## src/tsc_pkg.sv

```systemverilog
// package for the timestamp correction register bank: offsets, layouts, reset values, carriers
// assumes the bank sits on the mac control port, which carries dword offsets and 32-bit data
package tsc_pkg;

    // ************************************************************
    // register map, dword offsets (byte address is four times these)
    // ************************************************************
    localparam logic [7:0] TSC_TX_STEP_IDX = 8'hD0;
    localparam logic [7:0] TSC_TX_FNS_IDX = 8'hD1;
    localparam logic [7:0] TSC_TX_NS_IDX = 8'hD2;
    localparam logic [7:0] TSC_RX_STEP_IDX = 8'hD3;
    localparam logic [7:0] TSC_RX_FNS_IDX = 8'hD4;
    localparam logic [7:0] TSC_RX_NS_IDX = 8'hD5;
    localparam int TSC_BYTES_PER_REG = 4;

    // ************************************************************
    // field layout
    // ************************************************************
    localparam int TSC_FRAC_LSB = 0;
    localparam int TSC_FRAC_W = 16;
    localparam int TSC_WHOLE_LSB = 16;
    localparam int TSC_WHOLE_W = 9;
    localparam int TSC_STEP_W = 25;
    localparam int TSC_OFS_W = 16;
    localparam int TSC_STAGE_W = 4;

    // ************************************************************
    // values after reset
    // ************************************************************
    localparam logic [TSC_STEP_W-1:0] TSC_STEP_RST = 25'h0000000;
    localparam logic [TSC_OFS_W-1:0] TSC_OFS_RST = 16'h0000;
    localparam logic [31:0] TSC_RDATA_RST = 32'h00000000;

    // ************************************************************
    // carriers
    // ************************************************************
    typedef struct packed {
        logic wr;
        logic rd;
        logic [7:0] addr;
        logic [31:0] wdata;
    } tsc_bus_req_t;

    typedef struct packed {
        logic [31:0] ns;
        logic [15:0] fns;
    } tsc_stamp_t;

    typedef struct packed {
        logic [TSC_STEP_W-1:0] step;
        logic [TSC_OFS_W-1:0] fns_ofs;
        logic [TSC_OFS_W-1:0] ns_ofs;
    } tsc_dir_cfg_t;

endpackage

```

## src/tsc_correction_regs.sv

```systemverilog
// timestamp correction register bank with the per-direction correction adders
// assumes a single-cycle control port on ref_clk and timestamps from logic on the same clock
// assumes stage counts are static levels from the same clock, so they pass no synchroniser

`timescale 1ns/1ns
`default_nettype none

module tsc_correction_regs
    import tsc_pkg::*;
(
    input wire logic ref_clk,
    input wire logic rst_b,
    input wire tsc_bus_req_t bus_req,
    output logic [31:0] bus_rdata,
    output logic bus_rvalid,
    input wire logic [TSC_STAGE_W-1:0] tx_stage_count,
    input wire logic [TSC_STAGE_W-1:0] rx_stage_count,
    input wire logic tx_stamp_valid,
    input wire tsc_stamp_t tx_stamp_in,
    input wire logic rx_stamp_valid,
    input wire tsc_stamp_t rx_stamp_in,
    output logic tx_corr_valid,
    output tsc_stamp_t tx_corr_stamp,
    output logic rx_corr_valid,
    output tsc_stamp_t rx_corr_stamp
);

    // ************************************************************
    // helpers
    // ************************************************************

    // a step register image: fraction low, whole ns above, top bits zero
    function automatic logic [31:0] step_word(input logic [TSC_STEP_W-1:0] step);
        step_word = {7'h00, step};
    endfunction

    // offsets sit in the low half; the upper half never stores anything
    function automatic logic [31:0] ofs_word(input logic [TSC_OFS_W-1:0] ofs);
        ofs_word = {16'h0000, ofs};
    endfunction

    // correction in one 48-bit fixed point sum so the fraction carry lands in ns
    function automatic tsc_stamp_t apply_corr(
        input tsc_stamp_t stamp,
        input tsc_dir_cfg_t cfg,
        input logic [TSC_STAGE_W-1:0] stages
    );
        logic [47:0] scaled;
        logic [47:0] ofs;
        logic [47:0] sum;
        logic [TSC_STEP_W+TSC_STAGE_W-1:0] prod;
        // both factors are widened to the product width so no top bit is lost
        prod = {4'h0, cfg.step} * {25'h0000000, stages};
        scaled = {19'h00000, prod};
        // whole ns offset above the fraction, both taken as unsigned
        ofs = {16'h0000, cfg.ns_ofs, cfg.fns_ofs};
        // the sum wraps at 48 bits, so a stamp near the top of the ns range rolls over
        sum = stamp + scaled + ofs;
        apply_corr = sum;
    endfunction

    // ************************************************************
    // register state
    // ************************************************************
    // one struct per direction keeps the three fields of a path together
    tsc_dir_cfg_t tx_cfg;
    tsc_dir_cfg_t rx_cfg;
    tsc_dir_cfg_t next_tx_cfg;
    tsc_dir_cfg_t next_rx_cfg;
    logic [31:0] next_bus_rdata;
    logic next_bus_rvalid;

    // ************************************************************
    // write decode
    // ************************************************************
    // writes take the whole word; only the implemented field bits are kept
    // a write lands at the edge that takes it, so a read in that cycle sees the old word
    always_comb begin
        next_tx_cfg = tx_cfg;
        next_rx_cfg = rx_cfg;
        if (bus_req.wr) begin
            unique case (bus_req.addr)
                TSC_TX_STEP_IDX: begin
                    next_tx_cfg.step = bus_req.wdata[TSC_STEP_W-1:0];
                end
                TSC_TX_FNS_IDX: begin
                    next_tx_cfg.fns_ofs = bus_req.wdata[TSC_OFS_W-1:0];
                end
                TSC_TX_NS_IDX: begin
                    next_tx_cfg.ns_ofs = bus_req.wdata[TSC_OFS_W-1:0];
                end
                TSC_RX_STEP_IDX: begin
                    next_rx_cfg.step = bus_req.wdata[TSC_STEP_W-1:0];
                end
                TSC_RX_FNS_IDX: begin
                    next_rx_cfg.fns_ofs = bus_req.wdata[TSC_OFS_W-1:0];
                end
                TSC_RX_NS_IDX: begin
                    next_rx_cfg.ns_ofs = bus_req.wdata[TSC_OFS_W-1:0];
                end
                default: begin
                    // other offsets belong to other banks of the mac
                end
            endcase
        end
    end

    // ************************************************************
    // read mux
    // ************************************************************
    // read data is registered; unmapped offsets answer zero rather than hold the bus
    // unused bits answer zero because no flop stores them
    always_comb begin
        next_bus_rvalid = bus_req.rd;
        next_bus_rdata = TSC_RDATA_RST;
        if (bus_req.rd) begin
            unique case (bus_req.addr)
                TSC_TX_STEP_IDX: begin
                    next_bus_rdata = step_word(tx_cfg.step);
                end
                TSC_TX_FNS_IDX: begin
                    next_bus_rdata = ofs_word(tx_cfg.fns_ofs);
                end
                TSC_TX_NS_IDX: begin
                    next_bus_rdata = ofs_word(tx_cfg.ns_ofs);
                end
                TSC_RX_STEP_IDX: begin
                    next_bus_rdata = step_word(rx_cfg.step);
                end
                TSC_RX_FNS_IDX: begin
                    next_bus_rdata = ofs_word(rx_cfg.fns_ofs);
                end
                TSC_RX_NS_IDX: begin
                    next_bus_rdata = ofs_word(rx_cfg.ns_ofs);
                end
                default: begin
                    next_bus_rdata = TSC_RDATA_RST;
                end
            endcase
        end
    end

    // ************************************************************
    // register flops
    // ************************************************************
    // hardware reset clears every field; the bank has no software reset
    always_ff @(posedge ref_clk or negedge rst_b) begin
        if (!rst_b) begin
            tx_cfg <= '{TSC_STEP_RST, TSC_OFS_RST, TSC_OFS_RST};
            rx_cfg <= '{TSC_STEP_RST, TSC_OFS_RST, TSC_OFS_RST};
            bus_rdata <= TSC_RDATA_RST;
            bus_rvalid <= 1'b0;
        end else begin
            tx_cfg <= next_tx_cfg;
            rx_cfg <= next_rx_cfg;
            bus_rdata <= next_bus_rdata;
            bus_rvalid <= next_bus_rvalid;
        end
    end

    // ************************************************************
    // correction adders
    // ************************************************************
    // one register stage per direction; the multiply and 48-bit add share that cycle,
    // which is cheap at this clock but would want a split stage at line rate
    logic next_tx_corr_valid;
    logic next_rx_corr_valid;
    tsc_stamp_t next_tx_corr_stamp;
    tsc_stamp_t next_rx_corr_stamp;

    // config is the registered copy, so a write in the stamp's cycle applies to the next one
    // the stamp outputs hold between pulses so a slow reader can still pick them up
    always_comb begin
        next_tx_corr_valid = tx_stamp_valid;
        next_rx_corr_valid = rx_stamp_valid;
        next_tx_corr_stamp = tx_corr_stamp;
        next_rx_corr_stamp = rx_corr_stamp;
        if (tx_stamp_valid) begin
            next_tx_corr_stamp = apply_corr(tx_stamp_in, tx_cfg, tx_stage_count);
        end
        if (rx_stamp_valid) begin
            next_rx_corr_stamp = apply_corr(rx_stamp_in, rx_cfg, rx_stage_count);
        end
    end

    // ************************************************************
    // stamp flops
    // ************************************************************
    // reset clears the stamps too, so a stale stamp never survives a reset
    always_ff @(posedge ref_clk or negedge rst_b) begin
        if (!rst_b) begin
            tx_corr_valid <= 1'b0;
            rx_corr_valid <= 1'b0;
            tx_corr_stamp <= '0;
            rx_corr_stamp <= '0;
        end else begin
            tx_corr_valid <= next_tx_corr_valid;
            rx_corr_valid <= next_rx_corr_valid;
            tx_corr_stamp <= next_tx_corr_stamp;
            rx_corr_stamp <= next_rx_corr_stamp;
        end
    end

endmodule

`default_nettype wire

```

## config.mk

```make
export PLATFORM = sky130hd
export DESIGN_NAME = tsc_correction_regs
export DESIGN_NICKNAME = d
export VERILOG_FILES = /design/src/tsc_pkg.sv /design/src/tsc_correction_regs.sv
export SDC_FILE = /design/constraint.sdc
export NUM_CORES = 1
export LEC_CHECK = 0
export BUFFER_PORTS_ARGS = -buffer_cell sky130_fd_sc_hd__clkbuf_2
export CAP_MARGIN = 10
export CELL_PAD_IN_SITES_DETAIL_PLACEMENT = 1
export CELL_PAD_IN_SITES_GLOBAL_PLACEMENT = 1
export CORE_MARGIN = 2
export CORE_UTILIZATION = 42
export DETAILED_ROUTE_END_ITERATION = 16
export GPL_TIMING_DRIVEN = 0
export PLACE_DENSITY = 0.8
export REMOVE_ABC_BUFFERS = 1
export SLEW_MARGIN = 15
export SYNTH_ARGS = -nofsm -noshare
export SYNTH_HDL_FRONTEND = slang
export SYNTH_SLANG_ARGS = --single-unit
```

## constraint.sdc

```tcl
create_clock -name ref_clk -period 4.49 [get_ports ref_clk]
set_clock_uncertainty 0.2 [all_clocks]
set_input_delay 0.898 -clock ref_clk [delete_from_list [all_inputs] [get_ports ref_clk]]
set_output_delay 0.898 -clock ref_clk [all_outputs]
set_load 0.02 [all_outputs]
```

======== Yosys cells after proc, flatten, opt, wreduce, memory -nomap -nowiden ========
Cells that the tools add are included.
cells by class
  add/sub/neg operators ................... 4
  $mul .................................... 2
  equal/unequal tests ..................... 6
  muxes and demuxes ....................... 2
  reduce and logical (&&, ||, !) cells .... 6
operators with widths
  operator                              count
  one-hot mux 25 bit (6 select lines)   1
  adder 48 x 29 -> 48 bit               2
  adder 48 x 32 -> 48 bit               2
  multiplier 25 x 4 -> 29 bit           2
  == test 8 bit, second input constant  6
  2-to-1 mux 25 bit                     1
  AND reduction 2 bit                   6
word-level totals
  bits in registers ....................... 245
  input bits .............................. 150
  output and inout port bits .............. 131
  logic and storage cells ................. 34

======== Depth between registers and ports, before layout ========
Gate-level depths: netlist (run 1).
  depth in word-level cells ............... 3
  depth in mapped cells ................... 19
  depth with buffers taken out ............ 18

======== Worst setup path after synthesis (run 1) ========
OpenSTA, ideal clock, no wires.
  kind .................................... in2reg
  from .................................... input tx_stage_count[0]
  to ...................................... register tx_corr_stamp[44] (netlist bit)
  arrival time ............................ 4.849 ns
  data required time ...................... 4.166 ns
  setup slack ............................. -0.683 ns
  stages .................................. 17
  path buffers ............................ 1
  cells stage by stage .................... clkbuf_1 -> nand2_1 -> fa_1 -> inv_1 -> fa_1 -> inv_1 -> fa_1 -> inv_1 -> ha_1 -> nand4_1 -> or3_1 -> a2111oi_2 -> nor3_2 -> o31a_1 -> o21ai_4 -> mux2i_1 -> a211o_1
on the way
  cells in the longest elaborated chain, start to end .. 3
RTL lines
  what                         line                        text
  start, declared              tsc_correction_regs.sv:16   input wire logic [TSC_STAGE_W-1:0] tx_stage_count,
  multiplier 25 x 4 -> 29 bit  tsc_correction_regs.sv:53   prod = {4'h0, cfg.step} * {25'h0000000, stages};
  adder 48 x 29 -> 48 bit      tsc_correction_regs.sv:58   sum = stamp + scaled + ofs;
  adder 48 x 32 -> 48 bit      tsc_correction_regs.sv:58
  end signal, assigned         tsc_correction_regs.sv:199  tx_corr_stamp <= next_tx_corr_stamp;
  end, declared                tsc_correction_regs.sv:23   output tsc_stamp_t tx_corr_stamp,
No other way between the ends.
A chain may end at the register's enable or synchronous reset.

======== Final worst setup path (run 1) ========
  from .................................... input tx_stage_count[0]
  to ...................................... register tx_corr_stamp[34] (netlist bit)
Same word-level chain as after synthesis.

==> results.tsv, run 1 <==
stage	metric	value	unit
status	status	finished, violations left	
status	violations	negative setup slack	
worst_setup_path	rr_endpoint	tx_corr_stamp[34]	
placement	dpl.hpwl	49300	um
yosys	synth_seq_cells	238	
yosys	syn_avg_cell_area	10.2	um^2
timing	hold_violations	0	
placement	gp_congestion	0.850	
floorplanning	core_area	0.0468	mm^2
worst_setup_path	crit_fanout	12	
power_and_ir_drop	p_comb_frac	0.424	
global_route	antenna_found_initial	10	
clock_tree	path_clk_slew	0.06	ns
worst_setup_path	startpoint_type	input pin	
clock_tree	clk_latency	0.61	ns
floorplanning	dieWidth	222	um
timing	finalCritPeriodShare	1.09	
clock_tree	cts_root_buf	clkbuf_16	
global_route	grt_max_degree	101	
global_route	grt.overflow.total	0	
worst_setup_path	reg2reg_from	tx_cfg[50]	
clock_tree	cts_sinks	238	
floorplanning	start_util	0.426	
timing	maxSlewViolCount	0	
power_and_ir_drop	p_int	5.92	mW
worst_setup_path	crit_end	tx_corr_stamp[34]	
power_and_ir_drop	finalPower	9.64	mW
global_route	grt_pass1_wl	110000	um
drt	avgRoutedWirePerCell	26.5	um
yosys	ys_types	74	
clock_tree	h-tree-depth	1	
power_and_ir_drop	ir_drop	339	uV
drt	wirelength	77700	um
layout	n_fill_cell	5003	
floorplanning	io_pins	281	
layout	fin_nets	2739	
worst_setup_path	end_kind	register	
timing	setup_ws	-0.409	ns
placement	portBuffers	266	
timing	setup_viol	57	
clock_tree	cts_buffers	31	
layout	final_cell_mix	255 x clkbuf_2, 214 x inv_1, 197 x dfrtp_1, 194 x fa_1, 146 x mux2_2	
yosys	syn_inst	1958	
yosys	synthArstFlopShare	1.00	
clock_tree	cts_hold_buf	0	
layout	drive_above_1_share	0.378	
floorplanning	chipHeight	222	um
global_route	grt_usage	0.287	
drt	drc	0	
power_and_ir_drop	p_clk_frac	0.293	
power_and_ir_drop	p_per_area	377	mW/mm^2
worst_setup_path	crit_type	input pin to register	
worst_setup_path	r2r.worst_path.cells	14	
layout	stdcell_area	0.0256	mm^2
worst_setup_path	reg2reg_slack	-0.41	ns
clock_tree	ctsLongestPathBuffers	3	
global_route	grt_pass1_vias	18900	
drt	antenna_left	0	
worst_setup_path	crit_start	tx_stage_count[0]	
timing	timing.slew.headroom	0.119	
yosys	ys.flop_type	dfrtp_1	
power_and_ir_drop	seqPwrFrac	0.283	
yosys	yosysSeqAreaShare	0.299	
yosys	yosys_warnings	0	
placement	dpl-instance-area	0.0218	mm^2
drt	drt-initial-drc-count	1252	
layout	areaGrowthSynthToFinish	28.4	%
power_and_ir_drop	p_leak	12.1	nW
layout	final_common_cell	clkbuf_2	
clock_tree	cts_tree	done	
drt	vias_per_cell	5.90	
timing	fmax	204	MHz
timing	rsz0062_at_grt	true	
yosys	synth-edff-count	0	
run	drv_cap	0	
power_and_ir_drop	netSwitchingFraction	0.386	
timing	max_slew.worst_pin.slew	1.32	ns
floorplanning	rows	79	
timing	period_minus_slack	4.90	ns
worst_setup_path	required	4.78	ns
power_and_ir_drop	power.net_switching	3.72	mW
worst_setup_path	crit_arrival	5.19	ns
yosys	synth_area	0.0199	mm^2
drt	drt_pre_antenna_iters	6	
drt	via_count	17300	
worst_hold_path	hold_path_class	input pin to asynchronous set/reset pin	
floorplanning	die-area	0.0492	mm^2
[worst max-delay path: stages]
cell	delay (ns)
clkbuf_8	0.18
nand2_1	0.12
fa_1	0.50
inv_1	0.06
fa_1	0.57
fa_1	0.47
ha_4	0.34
nand4_1	0.17
or3_4	0.43
a2111oi_4	0.33
nor3_4	0.12
o31ai_4	0.30
a21oi_4	0.14
buf_4	0.16
xnor2_1	0.11
mux2_2	0.26
[flip-flops by register name, indices dropped and copies added (netlist names)]
| register | flops |
|---|---|
| bus_rdata | 25 |
| bus_rvalid | 1 |
| rx_cfg | 57 |
| rx_corr_stamp | 48 |
| rx_corr_valid | 1 |
| tx_cfg | 57 |
| tx_corr_stamp | 48 |
| tx_corr_valid | 1 |
[power groups by stage]
stage | logic [mW] | registers (mW) | clock network (mW)
6_report | 4.09 | 2.73 | 2.83
5_1_grt | 4.38 | 2.77 | 2.94
4_1_cts | 3.62 | 2.71 | 2.85
2_1_floorplan | 1.69 | 3.02 | 0
3_3_place_gp | 2.91 | 2.73 | 0
3_5_place_dp | 3.03 | 2.74 | 0
[timing repair]
action                                  CTS  global route
cloned                                    3             3
pin swaps                                81            80
setup buffers                            76            31
endpoints found under the setup margin   74            63
resized for setup                       249           161
[cell usage after synthesis (all sizes together), types with 8 or more instances]
master | count | area [um^2]
o21bai | 11 | 82.6
mux2 | 151 | 1700
o211ai | 11 | 87.6
a221oi | 23 | 201
and2 | 183 | 1140
and3 | 16 | 100
fa | 202 | 4040
a22oi | 22 | 165
a21oi | 106 | 534
a31oi | 12 | 75.1
nand3 | 24 | 120
o21a | 16 | 120
ha | 96 | 1200
clkbuf | 71 | 268
xnor2 | 39 | 342
a21o | 27 | 204
a211oi | 9 | 72.6
nand3b | 8 | 60.1
o31ai | 9 | 77.6
mux2i | 9 | 90.1
inv | 234 | 878
nand2 | 126 | 473
o21ai | 76 | 399
nor2b | 23 | 144
nand4 | 26 | 169
nor3 | 18 | 95.1
or3 | 9 | 56.3
buf | 17 | 100
dfrtp | 238 | 5960
xor2 | 22 | 193
nor2 | 61 | 229
[logic make-up after synthesis]
kind of cell	Yosys count	share of synthesized area
compound gates	368	0.123
simple gates	510	0.136
fa+ha+maj	298	0.263
mux	160	0.0898
xor+xnor	61	0.0268
other cells	1	0.000188
flops	238	0.299
buf+inv	322	0.0625
[per-layer routing]
layer / global-route usage / share of wire / up-vias
met5: 0 / 0.00054 / -
met4: 0.133 / 0.067 / 6
met3: 0.0526 / 0.068 / 309
met2: 0.506 / 0.50 / 796
met1: 0.341 / 0.37 / 8914
li1: - / - / 7264
[per-stage QoR]
stage	utilization	hold slack, ns	std cells	setup TNS, ns	setup slack (ns)
finish	0.547	0.0826	2931	-12.89	-0.409
detailed placement	0.467	0.277	2756	-98.28	-1.81
floorplan	-	0.302	1876	-14.17	-0.477
global placement	0.464	0.266	2749	-843.12	-3.24
CTS	0.530	0.120	2890	-5.54	-0.362
global route	0.547	0.139	2929	-20.53	-0.511
[layout make-up]
type	instances	area (um^2)	share of cell area
inverters	234	878	0.0343
diodes	8	20.0	0.000782
flip-flops and latches	238	6010	0.235
repair buffers	382	2540	0.0992
clock buffers	34	807	0.0315
multi-input cells	1404	14200	0.557
well taps	607	759	0.0297
clock inverters	24	337	0.0131
[worst min path at each step]
stage | end | slack (ns) | cells after the start
after floorplan | rx_cfg[16] | 0.30 | 1
after global placement | rx_corr_stamp[3] | 0.27 | 2
after detailed placement | tx_corr_stamp[19] | 0.28 | 1
after CTS | bus_rdata[24] | 0.12 | 1
after global routing | bus_rdata[24] | 0.14 | 1
final | bus_rdata[24] | 0.08 | 1
Power figures use the tool's default switching activity.
==> run 2, diff against run 1 <==
--- a/config.mk
+++ b/config.mk
@@ -5,7 +5,7 @@
 export SDC_FILE = /design/constraint.sdc
 export NUM_CORES = 1
 export LEC_CHECK = 0
-export BUFFER_PORTS_ARGS = -buffer_cell sky130_fd_sc_hd__clkbuf_2
+export BUFFER_PORTS_ARGS = -buffer_cell sky130_fd_sc_hd__buf_4
 export CAP_MARGIN = 10
 export CELL_PAD_IN_SITES_DETAIL_PLACEMENT = 1
 export CELL_PAD_IN_SITES_GLOBAL_PLACEMENT = 1
==> results.tsv, run 2 (synthesis results as in run 1) <==
stage	metric	value	unit	change
status	status	finished, violations left		unchanged
status	violations	negative setup slack		unchanged
clock_tree	cts_buffers	30		was 31
power_and_ir_drop	ir_drop	284	uV	was 339 uV
global_route	grt_pass1_vias	18600		was 18900
floorplanning	start_util	0.426		unchanged
worst_setup_path	reg2reg_slack	-0.62	ns	was -0.41 ns
clock_tree	cts_tree	done		unchanged
drt	wl_met2	37700	um	was 38700 um
placement	dp_slack	-1.58	ns	was -1.81 ns
worst_setup_path	slowest_stage	fa_1		unchanged
clock_tree	cts_hold_buf	0		unchanged
drt	drt-initial-drc-count	1185		was 1252
drt	drt_pre_antenna_iters	7		was 6
drt	wl_met3	5340	um	was 5270 um
timing	setup_viol	51		was 57
worst_setup_path	max_stage_delay	0.58	ns	was 0.57 ns
layout	areaGrowthSynthToFinish	30.7	%	was 28.4%
global_route	grt_max_degree	109		was 101
layout	stdcell_area	0.0261	mm^2	was 0.0256 mm^2
power_and_ir_drop	p_leak	12.3	nW	was 12.1 nW
worst_setup_path	cp_top_family	adder cells		unchanged
timing	finalCritPeriodShare	1.14		was 1.09
drt	vias_per_cell	5.86		was 5.90
worst_setup_path	rr_endpoint	tx_corr_stamp[38]		was tx_corr_stamp[34]
timing	hold_violations	0		unchanged
floorplanning	rows	79		unchanged
clock_tree	cts_root_buf	clkbuf_16		unchanged
layout	fin_nets	2744		was 2739
clock_tree	ctsLongestPathBuffers	3		unchanged
run	drv_cap	0		unchanged
drt	antenna_left	0		unchanged
worst_setup_path	crit_chain	and2_4, fa_1, fa_1, inv_1, fa_1, inv_2, ha_4, nand4_1, or3_4, a2111oi_4, nor3_4, o31ai_4, a21oi_4, or3_1, a31oi_1		was clkbuf_8, nand2_1, fa_1, inv_1, fa_1, fa_1, ha_4, nand4_1, or3_4, a2111oi_4, nor3_4, o31ai_4, a21oi_4, buf_4, xnor2_1, mux2_2
drt	top_layer	met5		unchanged
timing	period_minus_slack	5.11	ns	was 4.90 ns
timing	hold_slack	0.0336	ns	was 0.0826 ns
floorplanning	io_pins	281		unchanged
global_route	grt.overflow.total	0		unchanged
floorplanning	core_area	0.0468	mm^2	unchanged
worst_hold_path	hold_path_class	input pin to asynchronous set/reset pin		unchanged
worst_setup_path	required	4.80	ns	was 4.78 ns
worst_setup_path	crit_arrival	5.42	ns	was 5.19 ns
timing	maxSlewViolCount	0		unchanged
global_route	grt_pass1_wl	107000	um	was 110000 um
worst_setup_path	crit_buf_inv	2		was 3
timing	timing.slew.headroom	0.133		was 0.119
worst_setup_path	crit_fanout	7		was 12
drt	drc	0		unchanged
power_and_ir_drop	p_per_area	367	mW/mm^2	was 377 mW/mm^2
worst_setup_path	crit_type	register to register		was input pin to register
placement	portBuffers	266		unchanged
clock_tree	clk_latency	0.61	ns	about the same
timing	max_slew.worst_pin.slew	1.29	ns	was 1.32 ns
layout	final_common_cell	buf_4		was clkbuf_2
clock_tree	path_clk_slew	0.06	ns	about the same
drt	via_count	17200		was 17300
layout	drive_above_1_share	0.371		was 0.378
worst_setup_path	path_common_cell	fa_1		unchanged
clock_tree	cts_sinks	238		unchanged
timing	fmax	196	MHz	was 204 MHz
timing	rsz0062_at_grt	true		unchanged
floorplanning	die-area	0.0492	mm^2	unchanged
global_route	antenna_found_initial	14		was 10
timing	setup_ws	-0.618	ns	was -0.409 ns
clock_tree	h-tree-depth	1		unchanged
floorplanning	dieWidth	222	um	unchanged
worst_setup_path	reg2reg_from	tx_cfg[46]		was tx_cfg[50]
drt	m1WireLength	28200	um	was 28500 um
worst_setup_path	end_kind	register		unchanged
layout	top_regs	rx_cfg x57, tx_cfg x57		unchanged
placement	dpl-instance-area	0.0225	mm^2	was 0.0218 mm^2
worst_setup_path	startpoint_type	register		was input pin
worst_setup_path	r2r.worst_path.cells	15		was 14
drt	avgRoutedWirePerCell	26.0	um	was 26.5 um
placement	dpl.hpwl	49500	um	was 49300 um
global_route	grt_usage	0.280		was 0.287
layout	final_cell_mix	355 x buf_4, 217 x inv_1, 197 x fa_1, 197 x dfrtp_1, 146 x and2_1		was 255 x clkbuf_2, 214 x inv_1, 197 x dfrtp_1, 194 x fa_1, 146 x mux2_2
placement	gp_congestion	0.860		was 0.850
drt	wirelength	76200	um	was 77700 um
floorplanning	chipHeight	222	um	unchanged
[run 2: cell count changes in the layout (fill, tap and decap cells not counted), moves of 4 or more]
cell	change
a21oi_1	+10
a21oi_2	-12
buf_12	+5
buf_4	+277
buf_6	-9
bufinv_16	-4
clkbuf_16	-7
clkbuf_2	-255
clkinv_2	+4
clkinv_4	-4
ha_2	+5
[run 2: area by class of cell]
type	count	area, um^2
Fill cell	4945	20700
Multi-Input combinational cell	1404	14200
Sequential cell	238	6010
Timing Repair Buffer	388	3170
Inverter	234	878
Clock buffer	40	848
Tap cell	607	759
Clock inverter	16	178
Antenna cell	8	20.0
[run 2: report_power, final]
group,total (mW),switching [mW],internal (mW)
clock network,2.56,1.07,1.50
logic,4.26,2.34,1.92
registers,2.73,0.258,2.47
total,9.55,3.66,5.89
[run 2: timing repair]
action	in CTS	in global routing
pin swaps	94	126
setup endpoints to repair	63	59
gates cloned	1	0
resized for setup	233	152
buffers inserted	66	51
[run 2: worst max-delay path by stage]
stage / from / endpoint / slack (ns) / cells past startpoint
4_1_cts: tx_cfg[44] / tx_corr_stamp[36] / -0.43 / 15
2_1_floorplan: tx_stage_count[0] / tx_corr_stamp[46] / -0.48 / 15
3_5_place_dp: tx_stage_count[0] / tx_corr_stamp[40] / -1.58 / 15
6_report: tx_cfg[46] / tx_corr_stamp[38] / -0.62 / 15
5_1_grt: tx_cfg[37] / tx_corr_stamp[31] / -0.68 / 19
3_3_place_gp: bus_req[35] / tx_cfg[54] / -3.10 / 6
[run 2: metal layers]
metal  track usage  vias to the layer above
met1         0.334                     8831
met2         0.476                      771
li1              -                     7282
met5             0                        -
met4         0.144                       10
met3        0.0618                      311
[run 2: per-stage QoR]
stage           util  std cells  TNS [ns]  total power, mW
2_1_floorplan      -       1876    -14.17             4.70
3_3_place_gp   0.478       2749   -188.37             5.83
3_5_place_dp   0.481       2757    -78.24             5.97
4_1_cts        0.536       2880     -6.69             9.01
5_1_grt        0.557       2933    -21.43             10.0
6_report       0.557       2935    -15.26             9.55
==> run 3, diff against run 2 <==
--- a/config.mk
+++ b/config.mk
@@ -11,9 +11,10 @@
 export CELL_PAD_IN_SITES_GLOBAL_PLACEMENT = 1
 export CORE_MARGIN = 2
 export CORE_UTILIZATION = 42
+export CTS_CLUSTER_DIAMETER = 120
 export DETAILED_ROUTE_END_ITERATION = 16
 export GPL_TIMING_DRIVEN = 0
-export PLACE_DENSITY = 0.8
+export PLACE_DENSITY_LB_ADDON = 0.1
 export REMOVE_ABC_BUFFERS = 1
 export SLEW_MARGIN = 15
 export SYNTH_ARGS = -nofsm -noshare
==> results.tsv, run 3 (synthesis results as in run 1) <==
stage	metric	value	unit	change
drt	drt-initial-drc-count	738		was 1185
floorplanning	dieWidth	222	um	unchanged
drt	antenna_left	0		unchanged
clock_tree	cts_sinks	238		unchanged
worst_hold_path	hold_path_class	input pin to asynchronous set/reset pin		unchanged
layout	stdcell_area	0.0260	mm^2	was 0.0261 mm^2
timing	max_slew.worst_pin.slew	1.25	ns	was 1.29 ns
floorplanning	die-area	0.0492	mm^2	unchanged
placement	portBuffers	266		unchanged
run	drv_cap	0		unchanged
floorplanning	start_util	0.426		unchanged
drt	drc	0		unchanged
timing	setup_ws	-0.369	ns	was -0.618 ns
worst_setup_path	crit_fanout	25		was 7
timing	timing.slew.headroom	0.157		was 0.133
placement	dp.cells	2757		unchanged
status	status	finished, violations left		unchanged
drt	avgRoutedWirePerCell	22.5	um	was 26.0 um
placement	dp_slack	-1.43	ns	was -1.58 ns
timing	hold_violations	0		unchanged
global_route	antenna_found_initial	6		was 14
timing	period_minus_slack	4.86	ns	was 5.11 ns
global_route	grt_usage	0.263		was 0.280
clock_tree	ctsLongestPathBuffers	3		unchanged
drt	wirelength	65700	um	was 76200 um
global_route	top_usage_layer	met2		unchanged
clock_tree	h-tree-depth	1		unchanged
global_route	grt_pass1_wl	101000	um	was 107000 um
drt	drt_pre_antenna_iters	5		was 7
timing	setup_viol	47		was 51
timing	maxSlewViolCount	0		unchanged
clock_tree	clk_latency	0.59	ns	was 0.61 ns
timing	rsz0062_at_grt	true		unchanged
timing	finalCritPeriodShare	1.08		was 1.14
power_and_ir_drop	p_leak	12.3	nW	about the same
clock_tree	cts_buffers	29		was 30
layout	multi_input_area	0.0142	mm^2	about the same
worst_setup_path	crit_type	input pin to register		was register to register
clock_tree	cts_root_buf	clkbuf_16		unchanged
global_route	grt_pass1_vias	17400		was 18600
layout	final_cell_mix	336 x buf_4, 218 x inv_1, 204 x dfrtp_1, 194 x fa_1, 152 x and2_1		was 355 x buf_4, 217 x inv_1, 197 x fa_1, 197 x dfrtp_1, 146 x and2_1
layout	areaGrowthSynthToFinish	30.3	%	was 30.7%
floorplanning	chipHeight	222	um	unchanged
power_and_ir_drop	finalPower	9.13	mW	was 9.55 mW
clock_tree	cts_tree	done		unchanged
worst_setup_path	end_kind	register		unchanged
drt	vias_per_cell	5.44		was 5.86
worst_setup_path	crit_arrival	5.14	ns	was 5.42 ns
layout	fin_nets	2734		was 2744
drt	via_count	15900		was 17200
placement	gp_congestion	0.865		was 0.860
timing	hold_slack	0.00617	ns	was 0.0336 ns
global_route	use_met2	0.474		was 0.476
floorplanning	core_area	0.0468	mm^2	unchanged
global_route	grt.overflow.total	0		unchanged
layout	top_regs	rx_cfg x57, tx_cfg x57		unchanged
power_and_ir_drop	p_per_area	351	mW/mm^2	was 367 mW/mm^2
worst_setup_path	startpoint_type	input pin		was register
clock_tree	path_clk_slew	0.06	ns	about the same
clock_tree	cts_hold_buf	0		unchanged
placement	dpl.hpwl	48900	um	was 49500 um
power_and_ir_drop	ir_drop	313	uV	was 284 uV
layout	n_fill_cell	4957		was 4945
floorplanning	rows	79		unchanged
status	violations	negative setup slack		unchanged
floorplanning	io_pins	281		unchanged
layout	final_common_cell	buf_4		unchanged
global_route	use_met3	0.0346		was 0.0618
layout	drive_above_1_share	0.365		was 0.371
global_route	met1_usage	0.337		was 0.334
worst_setup_path	required	4.77	ns	was 4.80 ns
layout	final_cells	2918		was 2935
timing	fmax	206	MHz	was 196 MHz
layout	ff_latch_area	0.00600	mm^2	was 0.00601 mm^2
global_route	grt_max_degree	68		was 109
placement	dpl-instance-area	0.0225	mm^2	about the same
==> run 3: changes by cell type in the layout (fill, tap and decap cells not counted), moves of 5 or more <==
cell / change
a21oi_2: +5
mux2_2: -11
mux2_4: +11
buf_4: -19
and2_4: -6
dfrtp_2: -7
and2_1: +6
dfrtp_1: +7
buf_6: +7
==> run 3: worst paths after layout <==
check	startpoint	to	slack, ns	cells past startpoint
max in group asynchronous	rst_b	tx_cfg[36]	3.04	3
min in group ref_clk	rx_corr_stamp[47]	rx_corr_stamp[47]	0.29	2
hold / removal	rst_b	rx_corr_stamp[3]	0.006	1
hold reg to reg	rx_corr_stamp[47]	rx_corr_stamp[47]	0.29	2
setup / recovery	tx_stage_count[1]	tx_corr_stamp[44]	-0.37	16
setup reg to reg	tx_cfg[53]	tx_corr_stamp[44]	-0.34	14
==> run 3: through the flow <==
step                      TNS, ns   util
after detailed placement   -73.65  0.481
after global placement    -178.37  0.478
after CTS                   -4.17  0.537
after global routing       -14.20  0.556
after floorplan            -14.17      -
final                       -7.36  0.556
==> run 3: what timing repair did <==
action,4_1_cts,5_1_grt
resized for setup,247,150
gates cloned,2,0
pin swaps,98,120
buffers inserted,67,40
endpoints found under the hold margin,0,0
setup endpoints to repair,64,60
==> run 3: metal layers <==
layer  part of all wire  routed length [um]
met1               0.42               27400
met2               0.52               34100
met3              0.037                2460
met4              0.026                1710
met5            0.00046                  30
==> run 3: critical path, stage by stage <==
cell       delay, ns
buf_8           0.14
and2_4          0.17
fa_1            0.53
inv_1           0.05
fa_1            0.48
inv_1           0.07
fa_1            0.53
ha_4            0.31
nand4_1         0.11
or3_4           0.37
a2111oi_4       0.40
nor3_4          0.12
o31a_1          0.30
o21ai_4         0.25
mux2i_1         0.11
a211o_1         0.26
==> run 3: cell type report <==
| type | count | share of cell area |
|---|---|---|
| Multi-Input combinational cell | 1404 | 0.548 |
| Timing Repair Buffer | 379 | 0.122 |
| Clock inverter | 13 | 0.00448 |
| Inverter | 234 | 0.0338 |
| Antenna cell | 4 | 0.000385 |
| Clock buffer | 39 | 0.0317 |
| Tap cell | 607 | 0.0292 |
| Sequential cell | 238 | 0.231 |
==> run 3: where the power goes <==
| group | switching (mW) | leakage (nW) | total (mW) | internal, mW |
|---|---|---|---|---|
| clock network | 0.975 | 0.462 | 2.32 | 1.34 |
| registers | 0.241 | 2.95 | 2.72 | 2.47 |
| logic | 2.18 | 8.86 | 4.09 | 1.92 |
| total | 3.40 | 12.3 | 9.13 | 5.73 |
